<file path="src/hdl/scc_pkg.sv">
// Constants and types for the sealing cycle cooling, hold and calibration block
package scc_pkg;
	localparam int unsigned CLK_HZ          = 10_000_000;
	localparam int unsigned HOLD_BLANK_MS   = 100;
	localparam int unsigned HOLD_SHOW_MS    = 2000;
	localparam int unsigned TENTH_MS        = 100;
	localparam int unsigned CAL_STEP_MS     = 100;
	localparam int unsigned HOLD_BLANK_CYC  = HOLD_BLANK_MS * (CLK_HZ / 1000);
	localparam int unsigned HOLD_SHOW_CYC   = HOLD_SHOW_MS * (CLK_HZ / 1000);
	localparam int unsigned TENTH_CYC       = TENTH_MS * (CLK_HZ / 1000);
	localparam int unsigned CAL_STEP_CYC    = CAL_STEP_MS * (CLK_HZ / 1000);
	localparam logic [9:0]  COOL_ABS_MIN    = 10'h032;
	localparam logic [9:0]  COOL_REL_MIN    = 10'h028;
	localparam logic [9:0]  COOL_REL_MAX    = 10'h064;
	localparam logic [9:0]  COOL_TIME_MAX   = 10'h3E7;
	localparam logic [9:0]  CAL_TEMP_MAX    = 10'h028;
	localparam logic [3:0]  CAL_COUNT_START = 4'hD;
	localparam logic [9:0]  COOL_VAL_RST    = 10'h032;
	localparam logic [9:0]  CAL_TEMP_RST    = 10'h014;
	localparam int unsigned IRQ_CYCLE_END   = 0;
	localparam int unsigned IRQ_CAL_OK      = 1;
	localparam int unsigned IRQ_CAL_ERR     = 2;
	localparam int unsigned IRQ_HOLD_CAP    = 3;
	localparam logic [3:0]  ADDR_CTRL       = 4'h0;
	localparam logic [3:0]  ADDR_COOL_VAL   = 4'h1;
	localparam logic [3:0]  ADDR_STATUS     = 4'h2;
	localparam logic [3:0]  ADDR_IRQ_STAT   = 4'h3;
	localparam logic [3:0]  ADDR_IRQ_MASK   = 4'h4;
	localparam logic [3:0]  ADDR_CAL_TEMP   = 4'h5;
	localparam logic [3:0]  ADDR_HOLD_VAL   = 4'h6;
	typedef enum logic [1:0] {COOL_ABS, COOL_REL, COOL_TIME} scc_cool_mode_t;
	typedef enum logic [1:0] {TC_ON, TC_ON_START, TC_OFF} scc_time_ctl_t;
	typedef enum logic [1:0] {HOLD_OFF, HOLD_ON, HOLD_2S} scc_hold_mode_t;
	typedef enum logic [1:0] {CYC_IDLE, CYC_HEAT, CYC_COOL} scc_cyc_state_t;
	typedef enum logic [1:0] {CAL_IDLE, CAL_RUN, CAL_ERR} scc_cal_state_t;
endpackage

</file>
<file path="src/hdl/scc_core.sv">
// Cooling end, hold capture and zero-calibration sequencing with register port
//
// The register offsets and the address-and-strobe port were decided locally.
`timescale 1ns/1ps
`default_nettype none

module scc_core
	import scc_pkg::*;
#(
	parameter int unsigned HOLD_SHOW_CYCLES = HOLD_SHOW_CYC,
	parameter int unsigned BLANK_CYCLES     = HOLD_BLANK_CYC,
	parameter int unsigned TENTH_CYCLES     = TENTH_CYC,
	parameter int unsigned CAL_STEP_CYCLES  = CAL_STEP_CYC
)
(
	input  wire logic        sys_clk,
	input  wire logic        srst,
	input  wire logic [3:0]  reg_addr,
	input  wire logic [15:0] reg_wdata,
	input  wire logic        reg_wr,
	input  wire logic        reg_rd,
	output logic      [15:0] reg_rdata,
	output logic             irq,
	input  wire logic        heat_active,
	input  wire logic        start_sig,
	input  wire logic [9:0]  actual_temp,
	input  wire logic [9:0]  set_point,
	input  wire logic        key_up,
	input  wire logic        key_down,
	input  wire logic        key_enter,
	input  wire logic        meas_ok,
	output logic             cycle_end,
	output logic             cooling,
	output logic      [9:0]  disp_temp,
	output logic             hold_label,
	output logic             actual_value_label,
	output logic             cal_message,
	output logic      [3:0]  cal_count,
	output logic             cal_error,
	output logic             home_view,
	output logic      [9:0]  disp_cool_value,
	output logic      [15:0] cal_gain
);
	import scc_pkg::*;

	typedef struct packed {
		logic [2:0]  heat_s;
		logic [2:0]  start_s;
		logic [2:0]  up_s;
		logic [2:0]  dn_s;
		logic [2:0]  ent_s;
		logic [1:0]  ok_s;
		scc_cyc_state_t cyc;
		scc_cool_mode_t cmode;
		scc_time_ctl_t  tctl;
		scc_hold_mode_t hmode;
		logic [9:0]  cool_val;
		logic [9:0]  cool_time;
		logic [23:0] tick;
		logic [9:0]  hold_val;
		logic        holding;
		logic [23:0] hold_cnt;
		logic [23:0] blank_cnt;
		scc_cal_state_t cal;
		logic [9:0]  cal_temp;
		logic [3:0]  cal_cnt;
		logic [15:0] gain;
		logic        cyc_end;
		logic [3:0]  irq_stat;
		logic [3:0]  irq_mask;
		logic [15:0] rdata;
		logic [9:0]  disp;
		logic        hold_lbl;
		logic        act_lbl;
	} scc_state_t;

	scc_state_t s_q;
	scc_state_t s_d;

	function automatic logic rise(input logic [2:0] sh);
		rise = sh[1] & ~sh[2];
	endfunction

	// Out-of-range values are dropped, not clamped, so the old setting stays in force
	function automatic logic cool_val_ok(input scc_cool_mode_t m, input logic [9:0] v);
		case (m)
			COOL_ABS:  cool_val_ok = (v >= COOL_ABS_MIN);
			COOL_REL:  cool_val_ok = (v >= COOL_REL_MIN) && (v <= COOL_REL_MAX);
			COOL_TIME: cool_val_ok = (v <= COOL_TIME_MAX);
			default:   cool_val_ok = 1'b0;
		endcase
	endfunction

	logic [19:0] rel_thr;
	logic        cool_done;
	logic [3:0]  ev;

	// Relative threshold: set point times percent over 100, computed without a divider
	always_comb
	begin
		rel_thr = 20'(set_point) * 20'(s_q.cool_val);
	end

	always_comb
	begin
		case (s_q.cmode)
			COOL_ABS:  cool_done = actual_temp < s_q.cool_val;
			COOL_REL:  cool_done = (20'(actual_temp) * 20'h00064) < rel_thr;
			COOL_TIME: cool_done = s_q.cool_time >= s_q.cool_val;
			default:   cool_done = 1'b1;
		endcase
	end

	always_comb
	begin
		s_d = s_q;
		ev = 4'h0;
		s_d.heat_s  = {s_q.heat_s[1:0], heat_active};
		s_d.start_s = {s_q.start_s[1:0], start_sig};
		s_d.up_s    = {s_q.up_s[1:0], key_up};
		s_d.dn_s    = {s_q.dn_s[1:0], key_down};
		s_d.ent_s   = {s_q.ent_s[1:0], key_enter};
		s_d.ok_s    = {s_q.ok_s[0], meas_ok};
		s_d.cyc_end = 1'b0;
		s_d.tick    = (s_q.tick == 24'(TENTH_CYCLES - 1)) ? 24'h000000 : s_q.tick + 24'h000001;

		case (s_q.cyc)
			CYC_IDLE:
			begin
				// With start monitoring, heating only starts a cycle while start is present; start is not checked once heating has begun
				if (s_q.heat_s[1] && (s_q.tctl != TC_ON_START || s_q.start_s[2]))
				begin
					s_d.cyc = CYC_HEAT;
				end
			end
			CYC_HEAT:
			begin
				if (!s_q.heat_s[1])
				begin
					s_d.cyc = CYC_COOL;
					s_d.cool_time = 10'h000;
					s_d.tick = 24'h000000;
					if (s_q.hmode != HOLD_OFF)
					begin
						s_d.hold_val = actual_temp;
						s_d.holding = 1'b1;
						s_d.hold_cnt = 24'h000000;
						s_d.blank_cnt = 24'(BLANK_CYCLES);
						ev[IRQ_HOLD_CAP] = 1'b1;
					end
				end
			end
			CYC_COOL:
			begin
				if (s_q.tick == 24'(TENTH_CYCLES - 1) && s_q.cool_time != COOL_TIME_MAX)
				begin
					s_d.cool_time = s_q.cool_time + 10'h001;
				end
				// Without time control there is no cooling phase to time
				if (s_q.tctl == TC_OFF || cool_done)
				begin
					s_d.cyc = CYC_IDLE;
					s_d.cyc_end = 1'b1;
					ev[IRQ_CYCLE_END] = 1'b1;
				end
			end
			default:
			begin
				s_d.cyc = CYC_IDLE;
			end
		endcase

		if (s_q.blank_cnt != 24'h000000)
		begin
			s_d.blank_cnt = s_q.blank_cnt - 24'h000001;
		end
		// The show time starts only once the blank has ended
		if (s_q.hmode == HOLD_2S && s_q.holding && s_q.blank_cnt == 24'h000000)
		begin
			s_d.hold_cnt = s_q.hold_cnt + 24'h000001;
			if (s_q.hold_cnt == 24'(HOLD_SHOW_CYCLES - 1))
			begin
				s_d.holding = 1'b0;
			end
		end
		if (s_q.hmode == HOLD_OFF)
		begin
			s_d.holding = 1'b0;
		end

		case (s_q.cal)
			CAL_IDLE, CAL_ERR:
			begin
				if (rise(s_q.up_s) && s_q.cal_temp < CAL_TEMP_MAX)
				begin
					s_d.cal_temp = s_q.cal_temp + 10'h001;
				end
				if (rise(s_q.dn_s) && s_q.cal_temp != 10'h000)
				begin
					s_d.cal_temp = s_q.cal_temp - 10'h001;
				end
				if (rise(s_q.ent_s))
				begin
					s_d.cal = CAL_RUN;
					s_d.cal_cnt = CAL_COUNT_START;
					s_d.tick = 24'h000000;
				end
			end
			CAL_RUN:
			begin
				if (!s_q.ok_s[1])
				begin
					s_d.cal = CAL_ERR;
					ev[IRQ_CAL_ERR] = 1'b1;
				end
				else if (s_q.tick == 24'(CAL_STEP_CYCLES - 1))
				begin
					if (s_q.cal_cnt == 4'h0)
					begin
						// Gain is the measured actual temperature minus the calibration temperature
						s_d.gain = {6'h00, actual_temp} - {6'h00, s_q.cal_temp};
						s_d.cal = CAL_IDLE;
						ev[IRQ_CAL_OK] = 1'b1;
					end
					else
					begin
						s_d.cal_cnt = s_q.cal_cnt - 4'h1;
					end
				end
			end
			default:
			begin
				s_d.cal = CAL_IDLE;
			end
		endcase

		s_d.rdata = 16'h0000;
		if (reg_wr)
		begin
			case (reg_addr)
				ADDR_CTRL:
				begin
					s_d.cmode = scc_cool_mode_t'(reg_wdata[1:0]);
					s_d.tctl  = scc_time_ctl_t'(reg_wdata[3:2]);
					s_d.hmode = scc_hold_mode_t'(reg_wdata[5:4]);
				end
				ADDR_COOL_VAL:
				begin
					if (s_q.tctl != TC_OFF && cool_val_ok(s_q.cmode, reg_wdata[9:0]))
					begin
						s_d.cool_val = reg_wdata[9:0];
					end
				end
				ADDR_IRQ_MASK:
				begin
					s_d.irq_mask = reg_wdata[3:0];
				end
				default: ;
			endcase
		end
		if (reg_rd)
		begin
			case (reg_addr)
				ADDR_CTRL:     s_d.rdata = {10'h000, s_q.hmode, s_q.tctl, s_q.cmode};
				ADDR_COOL_VAL: s_d.rdata = {6'h00, s_q.cool_val};
				ADDR_STATUS:   s_d.rdata = {8'h00, s_q.cal_cnt, s_q.cal, s_q.cyc};
				ADDR_IRQ_STAT:
				begin
					s_d.rdata = {12'h000, s_q.irq_stat};
					s_d.irq_stat = 4'h0;
				end
				ADDR_IRQ_MASK: s_d.rdata = {12'h000, s_q.irq_mask};
				ADDR_CAL_TEMP: s_d.rdata = {6'h00, s_q.cal_temp};
				ADDR_HOLD_VAL: s_d.rdata = {6'h00, s_q.hold_val};
				default:       s_d.rdata = 16'h0000;
			endcase
		end
		// Set wins over the read clear so no event is lost
		s_d.irq_stat = s_d.irq_stat | ev;

		// Display fields come from flops so the panel never sees a glitching mux
		s_d.disp     = s_d.holding ? s_d.hold_val : actual_temp;
		s_d.hold_lbl = s_d.holding && (s_d.blank_cnt == 24'h000000);
		s_d.act_lbl  = !s_d.holding;
	end

	always_ff @(posedge sys_clk)
	begin
		if (srst)
		begin
			s_q <= '0;
			s_q.cyc <= CYC_IDLE;
			s_q.cmode <= COOL_ABS;
			s_q.tctl <= TC_ON;
			s_q.hmode <= HOLD_OFF;
			s_q.cal <= CAL_IDLE;
			s_q.cool_val <= COOL_VAL_RST;
			s_q.cal_temp <= CAL_TEMP_RST;
			s_q.act_lbl <= 1'b1;
		end
		else
		begin
			s_q <= s_d;
		end
	end

	assign reg_rdata          = s_q.rdata;
	assign irq                = |(s_q.irq_stat & s_q.irq_mask);
	assign cycle_end          = s_q.cyc_end;
	assign cooling            = (s_q.cyc == CYC_COOL);
	assign disp_temp          = s_q.disp;
	assign hold_label         = s_q.hold_lbl;
	assign actual_value_label = s_q.act_lbl;
	assign cal_message        = (s_q.cal == CAL_RUN);
	assign cal_count          = s_q.cal_cnt;
	assign cal_error          = (s_q.cal == CAL_ERR);
	assign home_view          = (s_q.cal == CAL_IDLE);
	assign disp_cool_value    = s_q.cool_val;
	assign cal_gain           = s_q.gain;
endmodule

`default_nettype wire

</file>
<file path="config.mk">
export PLATFORM = sky130hd
export DESIGN_NAME = scc_core
export DESIGN_NICKNAME = d
export VERILOG_FILES = /design/src/hdl/scc_pkg.sv /design/src/hdl/scc_core.sv
export SDC_FILE = /design/constraint.sdc
export NUM_CORES = 1
export LEC_CHECK = 0
export ABC_CLOCK_PERIOD_IN_PS = 23200
export BUFFER_PORTS_ARGS = -buffer_cell sky130_fd_sc_hd__buf_2
export CAP_MARGIN = 30
export CORE_MARGIN = 8
export CORE_UTILIZATION = 60
export CTS_CLUSTER_DIAMETER = 200
export DETAILED_ROUTE_END_ITERATION = 8
export GPL_ROUTABILITY_DRIVEN = 1
export HOLD_SLACK_MARGIN = 0.08
export PLACE_DENSITY = 0.77
export SKIP_CTS_REPAIR_TIMING = 1
export SLEW_MARGIN = 20
export SYNTH_ARGS = -nofsm -noshare
export SYNTH_HDL_FRONTEND = slang
export SYNTH_SLANG_ARGS = --single-unit
</file>
<file path="constraint.sdc">
create_clock -name sys_clk -period 23.2 [get_ports sys_clk]
set_clock_uncertainty 0.2 [all_clocks]
set_input_delay 4.64 -clock sys_clk [delete_from_list [all_inputs] [get_ports sys_clk]]
set_output_delay 4.64 -clock sys_clk [all_outputs]
set_load 0.02 [all_outputs]
</file>
==> summary.md, run 1 <==
| Metric | Value |
|---|---|
| Clk sinks | 185 |
| Post-route cell area | 15,200 sq um |
| H-Tree Depth | 4 |
| Synthesized area per cell | 8.35 sq um |
| Primary FF master, synth | dfxtp_1 |
| Critical path origin | set_point[5] |
| Reg2Reg Depth | 29 |
| Setup ws final | 12.37 ns |
| Worst Setup End Kind | register |
| Kind of critical path | input pin to register |
| Worst vdd ir | 53.1 uV |
| Slew Limit Fails | 0 |
| Largest net degree at the start of global routing | 81 |
| Clk slew on worst S/H paths | 0.07 ns |
| Via density | 5.78 |
| Slew @ Worst Pin | 0.875 ns |
| Num ports | 114 |
| Status | completed |
| Most common cell after layout, fill and taps aside | nor2_1 |
| Critical R2R Capture | s_q[32] |
| Setup TNS | 0 ns |
| Critical path launch point type | input pin |
| RD Place Congestion | 0.906 |
| Number of global-route vias before repair | 11,500 |
| CTS tree | yes |
| Hold crit path type | register to register |
| Crit path DAT | 10.92 ns |
| Area Growth Syn to Fin | 6.22% |
| Worst path max stage delay | 0.56 ns |
| Worst skew pair latency | 0.44 ns |
| Clock Root Buffer | clkbuf_16 |
| Pwr dens | 72.8 nW/um^2 |
| Library cells used by synthesis | 73 |
| PortBufs | 101 |
| Routed len/inst | 16.9 um |
| Initial antenna violation count | 2 |
| Nets | 1,991 |
| Dpl hpwl | 26,100 um |
| Die Ht | 170 um |
| DRC | 0 |
| Req. time, crit path | 23.29 ns |
| Post-route antenna net violation count | 0 |
| Synthesized area | 14,300 sq um |
| EDFF count, synth | 0 |
| Async set-reset flop share out of synthesis | 0% |
| Placed cell area | 14,600 sq um |
| Final design utilization | 64.9% |
| Layout cells sized above 1 | 9.62% |
| CTS Buf Count | 17 |
| CTS Buffer Depth | 2 |
| Worst Hold Margin | 0.240 ns |
| Period utilisation layout | 46.7% |
| Initial DRC count | 966 |
| R2R Path Start | disp_cool_value[3] |
| RSZ-0062 raised after global routing | no |
| Effective utilization at floorplan | 61.1% |
| Final hold viol count | 0 |
| Setup WS pre-CTS | 11.94 ns |
| Register bit total from synthesis | 185 |
| CP max-delay cell | fa_1 |
| Synth warnings | 0 |
| Detailed Route WL | 34,700 um |
| Maximum fanout along the worst path | 10 |
| Final setup vio count | 0 |
| Relative slew margins | 41.7% |
| Post-Synthesis Cells | 1,713 |
| Seq/Total Area, Yosys | 25.9% |
| Max Freq | 92.3 MHz |
| Pre-antenna DRT Iters | 6 |
| Commonest cells after routing, fill and taps aside | 190 x nor2_1, 185 x dfxtp_1, 149 x inv_1, 149 x ha_1, 141 x nand2_1 |
| Gr usage total | 24.1% |
| Core Box Area | 23,400 sq um |
| Via count | 11,900 |
| Register-to-register setup slack | 16.00 ns |
| CP Capture Point | s_q[32] |
| Post-layout min period | 10.83 ns |
| DIE WIDTH | 170 um |
| GRT Residual Overflow | 0 |
| DIE AREA | 29,000 sq um |
| P_leak | 6.82 nW |
| Core Rows | 56 |
| Max-Cap Viols | 0 |
| First-pass GRT wire length | 56,800 um |
## metal layers
layer | routed length, um | vias to the layer above | track usage (%)
met5 | 8 | - | 0
met4 | 862 | 2 | 7.63
met3 | 2420 | 64 | 5.00
met2 | 16000 | 415 | 39.3
met1 | 15400 | 5614 | 31.5
li1 | - | 5780 | -
## synthesized netlist by cell type, types with 12 or more instances
cell | n | area (sq um)
nor2_1 | 190 | 713
dfxtp_1 | 185 | 3700
ha_1 | 149 | 1860
inv_1 | 149 | 559
nand2_1 | 141 | 529
a21oi_1 | 95 | 475
fa_1 | 69 | 1380
and2_1 | 60 | 375
nand3_1 | 59 | 295
buf_4 | 57 | 428
clkbuf_1 | 55 | 206
o21ai_0 | 46 | 230
mux2i_1 | 41 | 410
xnor2_1 | 41 | 359
xor2_1 | 37 | 324
nor2b_1 | 33 | 206
nor3_1 | 24 | 120
or3_1 | 24 | 150
a211oi_1 | 20 | 150
and3_1 | 19 | 119
nand2b_1 | 14 | 87.6
nor4_1 | 14 | 87.6
a22oi_1 | 13 | 97.6
nand4_1 | 13 | 81.3
o211ai_1 | 13 | 97.6
nand3b_1 | 12 | 90.1
## critical path, delay by kind of cell
| kind | cells | cell delay [ns] |
|---|---|---|
| fa+ha+maj | 7 | 3.28 |
| compound gates | 11 | 1.63 |
| buf+inv | 7 | 0.72 |
| simple gates | 4 | 0.53 |
| xor+xnor | 1 | 0.12 |
## layout make-up
class | count | area (sq um)
timing repair buffer | 107 | 549
antenna | 1 | 2.50
tap | 319 | 399
fill | 2019 | 8220
clock buffer | 17 | 425
inverter | 149 | 559
multi-input combinational | 1263 | 9370
clock inverter | 15 | 181
sequential | 185 | 3700
## metrics by stage
step / std cells / power (mW)
floorplan: 1718 / 0.716
detailed placement: 2023 / 0.803
global placement: 2021 / 0.788
global route: 2056 / 1.18
finish: 2056 / 1.11
CTS: 2055 / 1.11
## flip-flops by register name, summed over array words and instances (netlist names)
name / flops
disp_cool_value: 10
s_d: 11
cal_count: 4
reg_rdata: 10
s_q: 126
cycle_end: 1
hold_label: 1
disp_temp: 10
actual_value_label: 1
cal_gain: 11
## where the power goes
group	switching, mW	total [mW]	internal [mW]
sequential	0.0263	0.367	0.341
clock	0.137	0.301	0.163
combinational	0.261	0.437	0.177
## how the worst min path moves through the flow
stage / startpoint / endpoint / slack, ns / cells past startpoint
3_5_place_dp: s_d[181] / s_q[181] / 0.22 / 1
6_report: s_d[181] / s_q[181] / 0.24 / 1
2_1_floorplan: s_d[183] / s_d[184] / 0.21 / 1
5_1_grt: s_d[181] / s_q[181] / 0.26 / 1
4_1_cts: s_d[181] / s_q[181] / 0.24 / 1
3_3_place_gp: s_d[183] / s_d[184] / 0.22 / 1
## cell families after synthesis
logic type	synth area share, %
DFF	25.9
other	0.0262
adders and majority gates	22.7
AOI/OAI and AO/OA	11.7
xor gates and xnor gates	4.89
buffers and inverters	8.72
and+or+nand+nor	22.8
muxes	3.26
(Power assumes the default switching activity.)
==> run 2: changes to the inputs <==
Settings changed: ABC_CLOCK_PERIOD_IN_PS 23200 to 9200, CORE_UTILIZATION 60 to 56, PLACE_DENSITY 0.77 to 0.75.
Clock period 23.2 ns to 9.2 ns, I/O delays scaled along.
==> run 2 against run 1 <==
- first-iteration DRC count is 3.8% lower
- power rose to 2.5 times the previous value
- setup slack lost 11 ns
- largest power group unchanged
- die area increased by 6.5%
- flip-flop and latch count is the same
- largest cell class unchanged
- global-route usage fell by 1.6 points
- highest routed layer unchanged
- hold slack got worse by 0.0023 ns
- sequential power increased to 2.5 times the previous value
==> summary.md, run 2 (same netlist as run 1, synthesis figures left out) <==
| Metric | Value |
|---|---|
| Core Box Area | 25,100 sq um (+7.3%) |
| Most flop-heavy register | s_q |
| Worst skew pair latency | 0.44 ns (about the same) |
| Via density | 5.73 (-0.72%) |
| Critical path launch point type | input pin |
| Sequential share of power | 33.3% (about the same) |
| Max reg flops | 126 (unchanged) |
| Post-route antenna net violation count | 0 (unchanged) |
| Hold crit path type | register to register |
| GRT Residual Overflow | 0 (unchanged) |
| CTS Buffer Depth | 2 (unchanged) |
| Setup ws final | 1.14 ns (-11.23 ns) |
| DRC | 0 (unchanged) |
| CTS tree | yes |
| Final setup vio count | 0 (unchanged) |
| Commonest cells after routing, fill and taps aside | 190 x nor2_1, 185 x dfxtp_1, 149 x inv_1, 149 x ha_1, 141 x nand2_1 |
| CTS Buf Count | 17 (unchanged) |
| P_leak | 6.83 nW (+0.22%) |
| Via count | 11,800 (-0.24%) |
| Die Ht | 176 um (+3.2%) |
| Effective utilization at floorplan | 56.9% (-4.2 points) |
| Initial DRC count | 929 (-3.8%) |
| Initial antenna violation count | 1 (-1) |
| Max-Cap Viols | 0 (unchanged) |
| Internal power | 1.70 mW (+150%) |
| Slew @ Worst Pin | 0.881 ns (+0.00637 ns) |
| Routed len/inst | 16.8 um (-0.35%) |
| Pwr dens | 183 nW/um^2 (+150%) |
| Post-layout min period | 8.06 ns |
| Req. time, crit path | 9.30 ns (-13.99 ns) |
| Clk sinks | 185 (unchanged) |
| Final design utilization | 60.6% (-4.3 points) |
| RSZ-0062 raised after global routing | no |
| DIE AREA | 30,900 sq um (+6.5%) |
| Worst vdd ir | 139 uV (+160%) |
| R2R Path Start | disp_cool_value[3] |
| Period utilisation layout | 87.7% |
| Crit path DAT | 8.16 ns (-2.76 ns) |
| Gr usage total | 22.5% (-1.6 points) |
| Setup TNS | 0 ns (unchanged) |
| Num ports | 114 (unchanged) |
| Kind of critical path | input pin to register |
| DIE WIDTH | 176 um (+3.2%) |
| Detailed Route WL | 34,800 um (+0.14%) |
| Final hold viol count | 0 (unchanged) |
| Diodes inserted | 0 (-1) |
| Layout cells sized above 1 | 9.74% (+0.12 points) |
| Number of placed cells counting well taps | 2,034 (+0.54%) |
| Clk slew on worst S/H paths | 0.07 ns (about the same) |
| Dpl hpwl | 26,300 um (+0.87%) |
| Maximum fanout along the worst path | 10 (unchanged) |
| Clock Root Buffer | clkbuf_16 |
| Switching share of power | 38.8% (+0.36 points) |
| Number of global-route vias before repair | 11,500 (unchanged) |
| CP max-delay cell | fa_1 |
| Max Freq | 124 MHz |
| Hold path start | s_d[181] |
| Combinational power share | 39.4% (-0.2 points) |
| Area Growth Syn to Fin | 6.46% |
| H-Tree Depth | 4 (unchanged) |
| Slew Limit Fails | 0 (unchanged) |
| First-pass GRT wire length | 57,200 um (+0.81%) |
| Most common cell after layout, fill and taps aside | nor2_1 |
| Pre-antenna DRT Iters | 6 (unchanged) |
| Worst path max stage delay | 0.56 ns (about the same) |
| Largest net degree at the start of global routing | 80 (-1.2%) |
| Critical path origin | set_point[5] |
| Core Rows | 58 (+3.6%) |
| Status | completed |
| Clock network fraction of total power | 27.3% (about the same) |
| Final cell count without fillers | 2,066 (+0.49%) |
| Nets | 1,991 (unchanged) |
| Relative slew margins | 41.3% (-0.43 points) |
| Setup WS pre-CTS | 0.694 ns (-11.25 ns) |
| PortBufs | 101 (unchanged) |
| RD Place Congestion | 0.915 (+0.97%) |
| Sw power | 1.08 mW (+150%) |
| Worst Setup End Kind | register |
==> run 2: changes by cell type in the layout (fill, tap and decap cells not counted), sizes merged <==
cell / previous run / this run
bufinv: 2 / 1
clkinv: 2 / 5
clkinvlp: 3 / 1
diode: 1 / 0
==> run 2: layer usage <==
metal  track usage, %  wire length, um
met5                0               13
met4             8.09              901
met3             4.12             2430
met2             35.6            15900
met1             30.3            15600
==> run 2: final timing paths <==
check | to | cells past startpoint | slack (ns)
min | s_q[181] | 1 | 0.24
max reg2reg | s_q[32] | 28 | 2.00
min reg2reg | s_q[181] | 1 | 0.24
max | s_q[32] | 29 | 1.14
==> run 2: area by class of cell <==
type | instances | area (sq um)
fillers | 2257 | 9890
multi-input cells | 1263 | 9370
flip-flops and latches | 185 | 3700
inverters | 149 | 559
repair buffers | 107 | 553
clock buffers | 17 | 425
well taps | 330 | 413
clock inverters | 15 | 196
==> run 2: power by group through the flow <==
stage          Sequential (mW)  Clock (mW)  Combinational, mW
5_1_grt                  0.935       0.805               1.25
6_report                 0.927       0.759               1.09
4_1_cts                  0.925       0.771               1.09
3_3_place_gp             0.940           0               1.05
2_1_floorplan            0.917           0              0.888
3_5_place_dp             0.942           0               1.08
==> run 2: per-stage QoR <==
step / hold WS, ns / power, mW / instance area [sq um]
2_1_floorplan: 0.214 / 1.81 / 14300
3_3_place_gp: 0.223 / 1.99 / 14600
3_5_place_dp: 0.220 / 2.02 / 14600
4_1_cts: 0.238 / 2.79 / 15200
5_1_grt: 0.263 / 2.99 / 15200
6_report: 0.238 / 2.78 / 15200
==> run 2: critical path, delay by kind of cell <==
family | cells | cell delay (ns)
simple gates | 3 | 0.44
buf+inv | 7 | 0.68
fa+ha+maj | 7 | 3.15
compound gates | 11 | 1.85
xor+xnor | 1 | 0.22
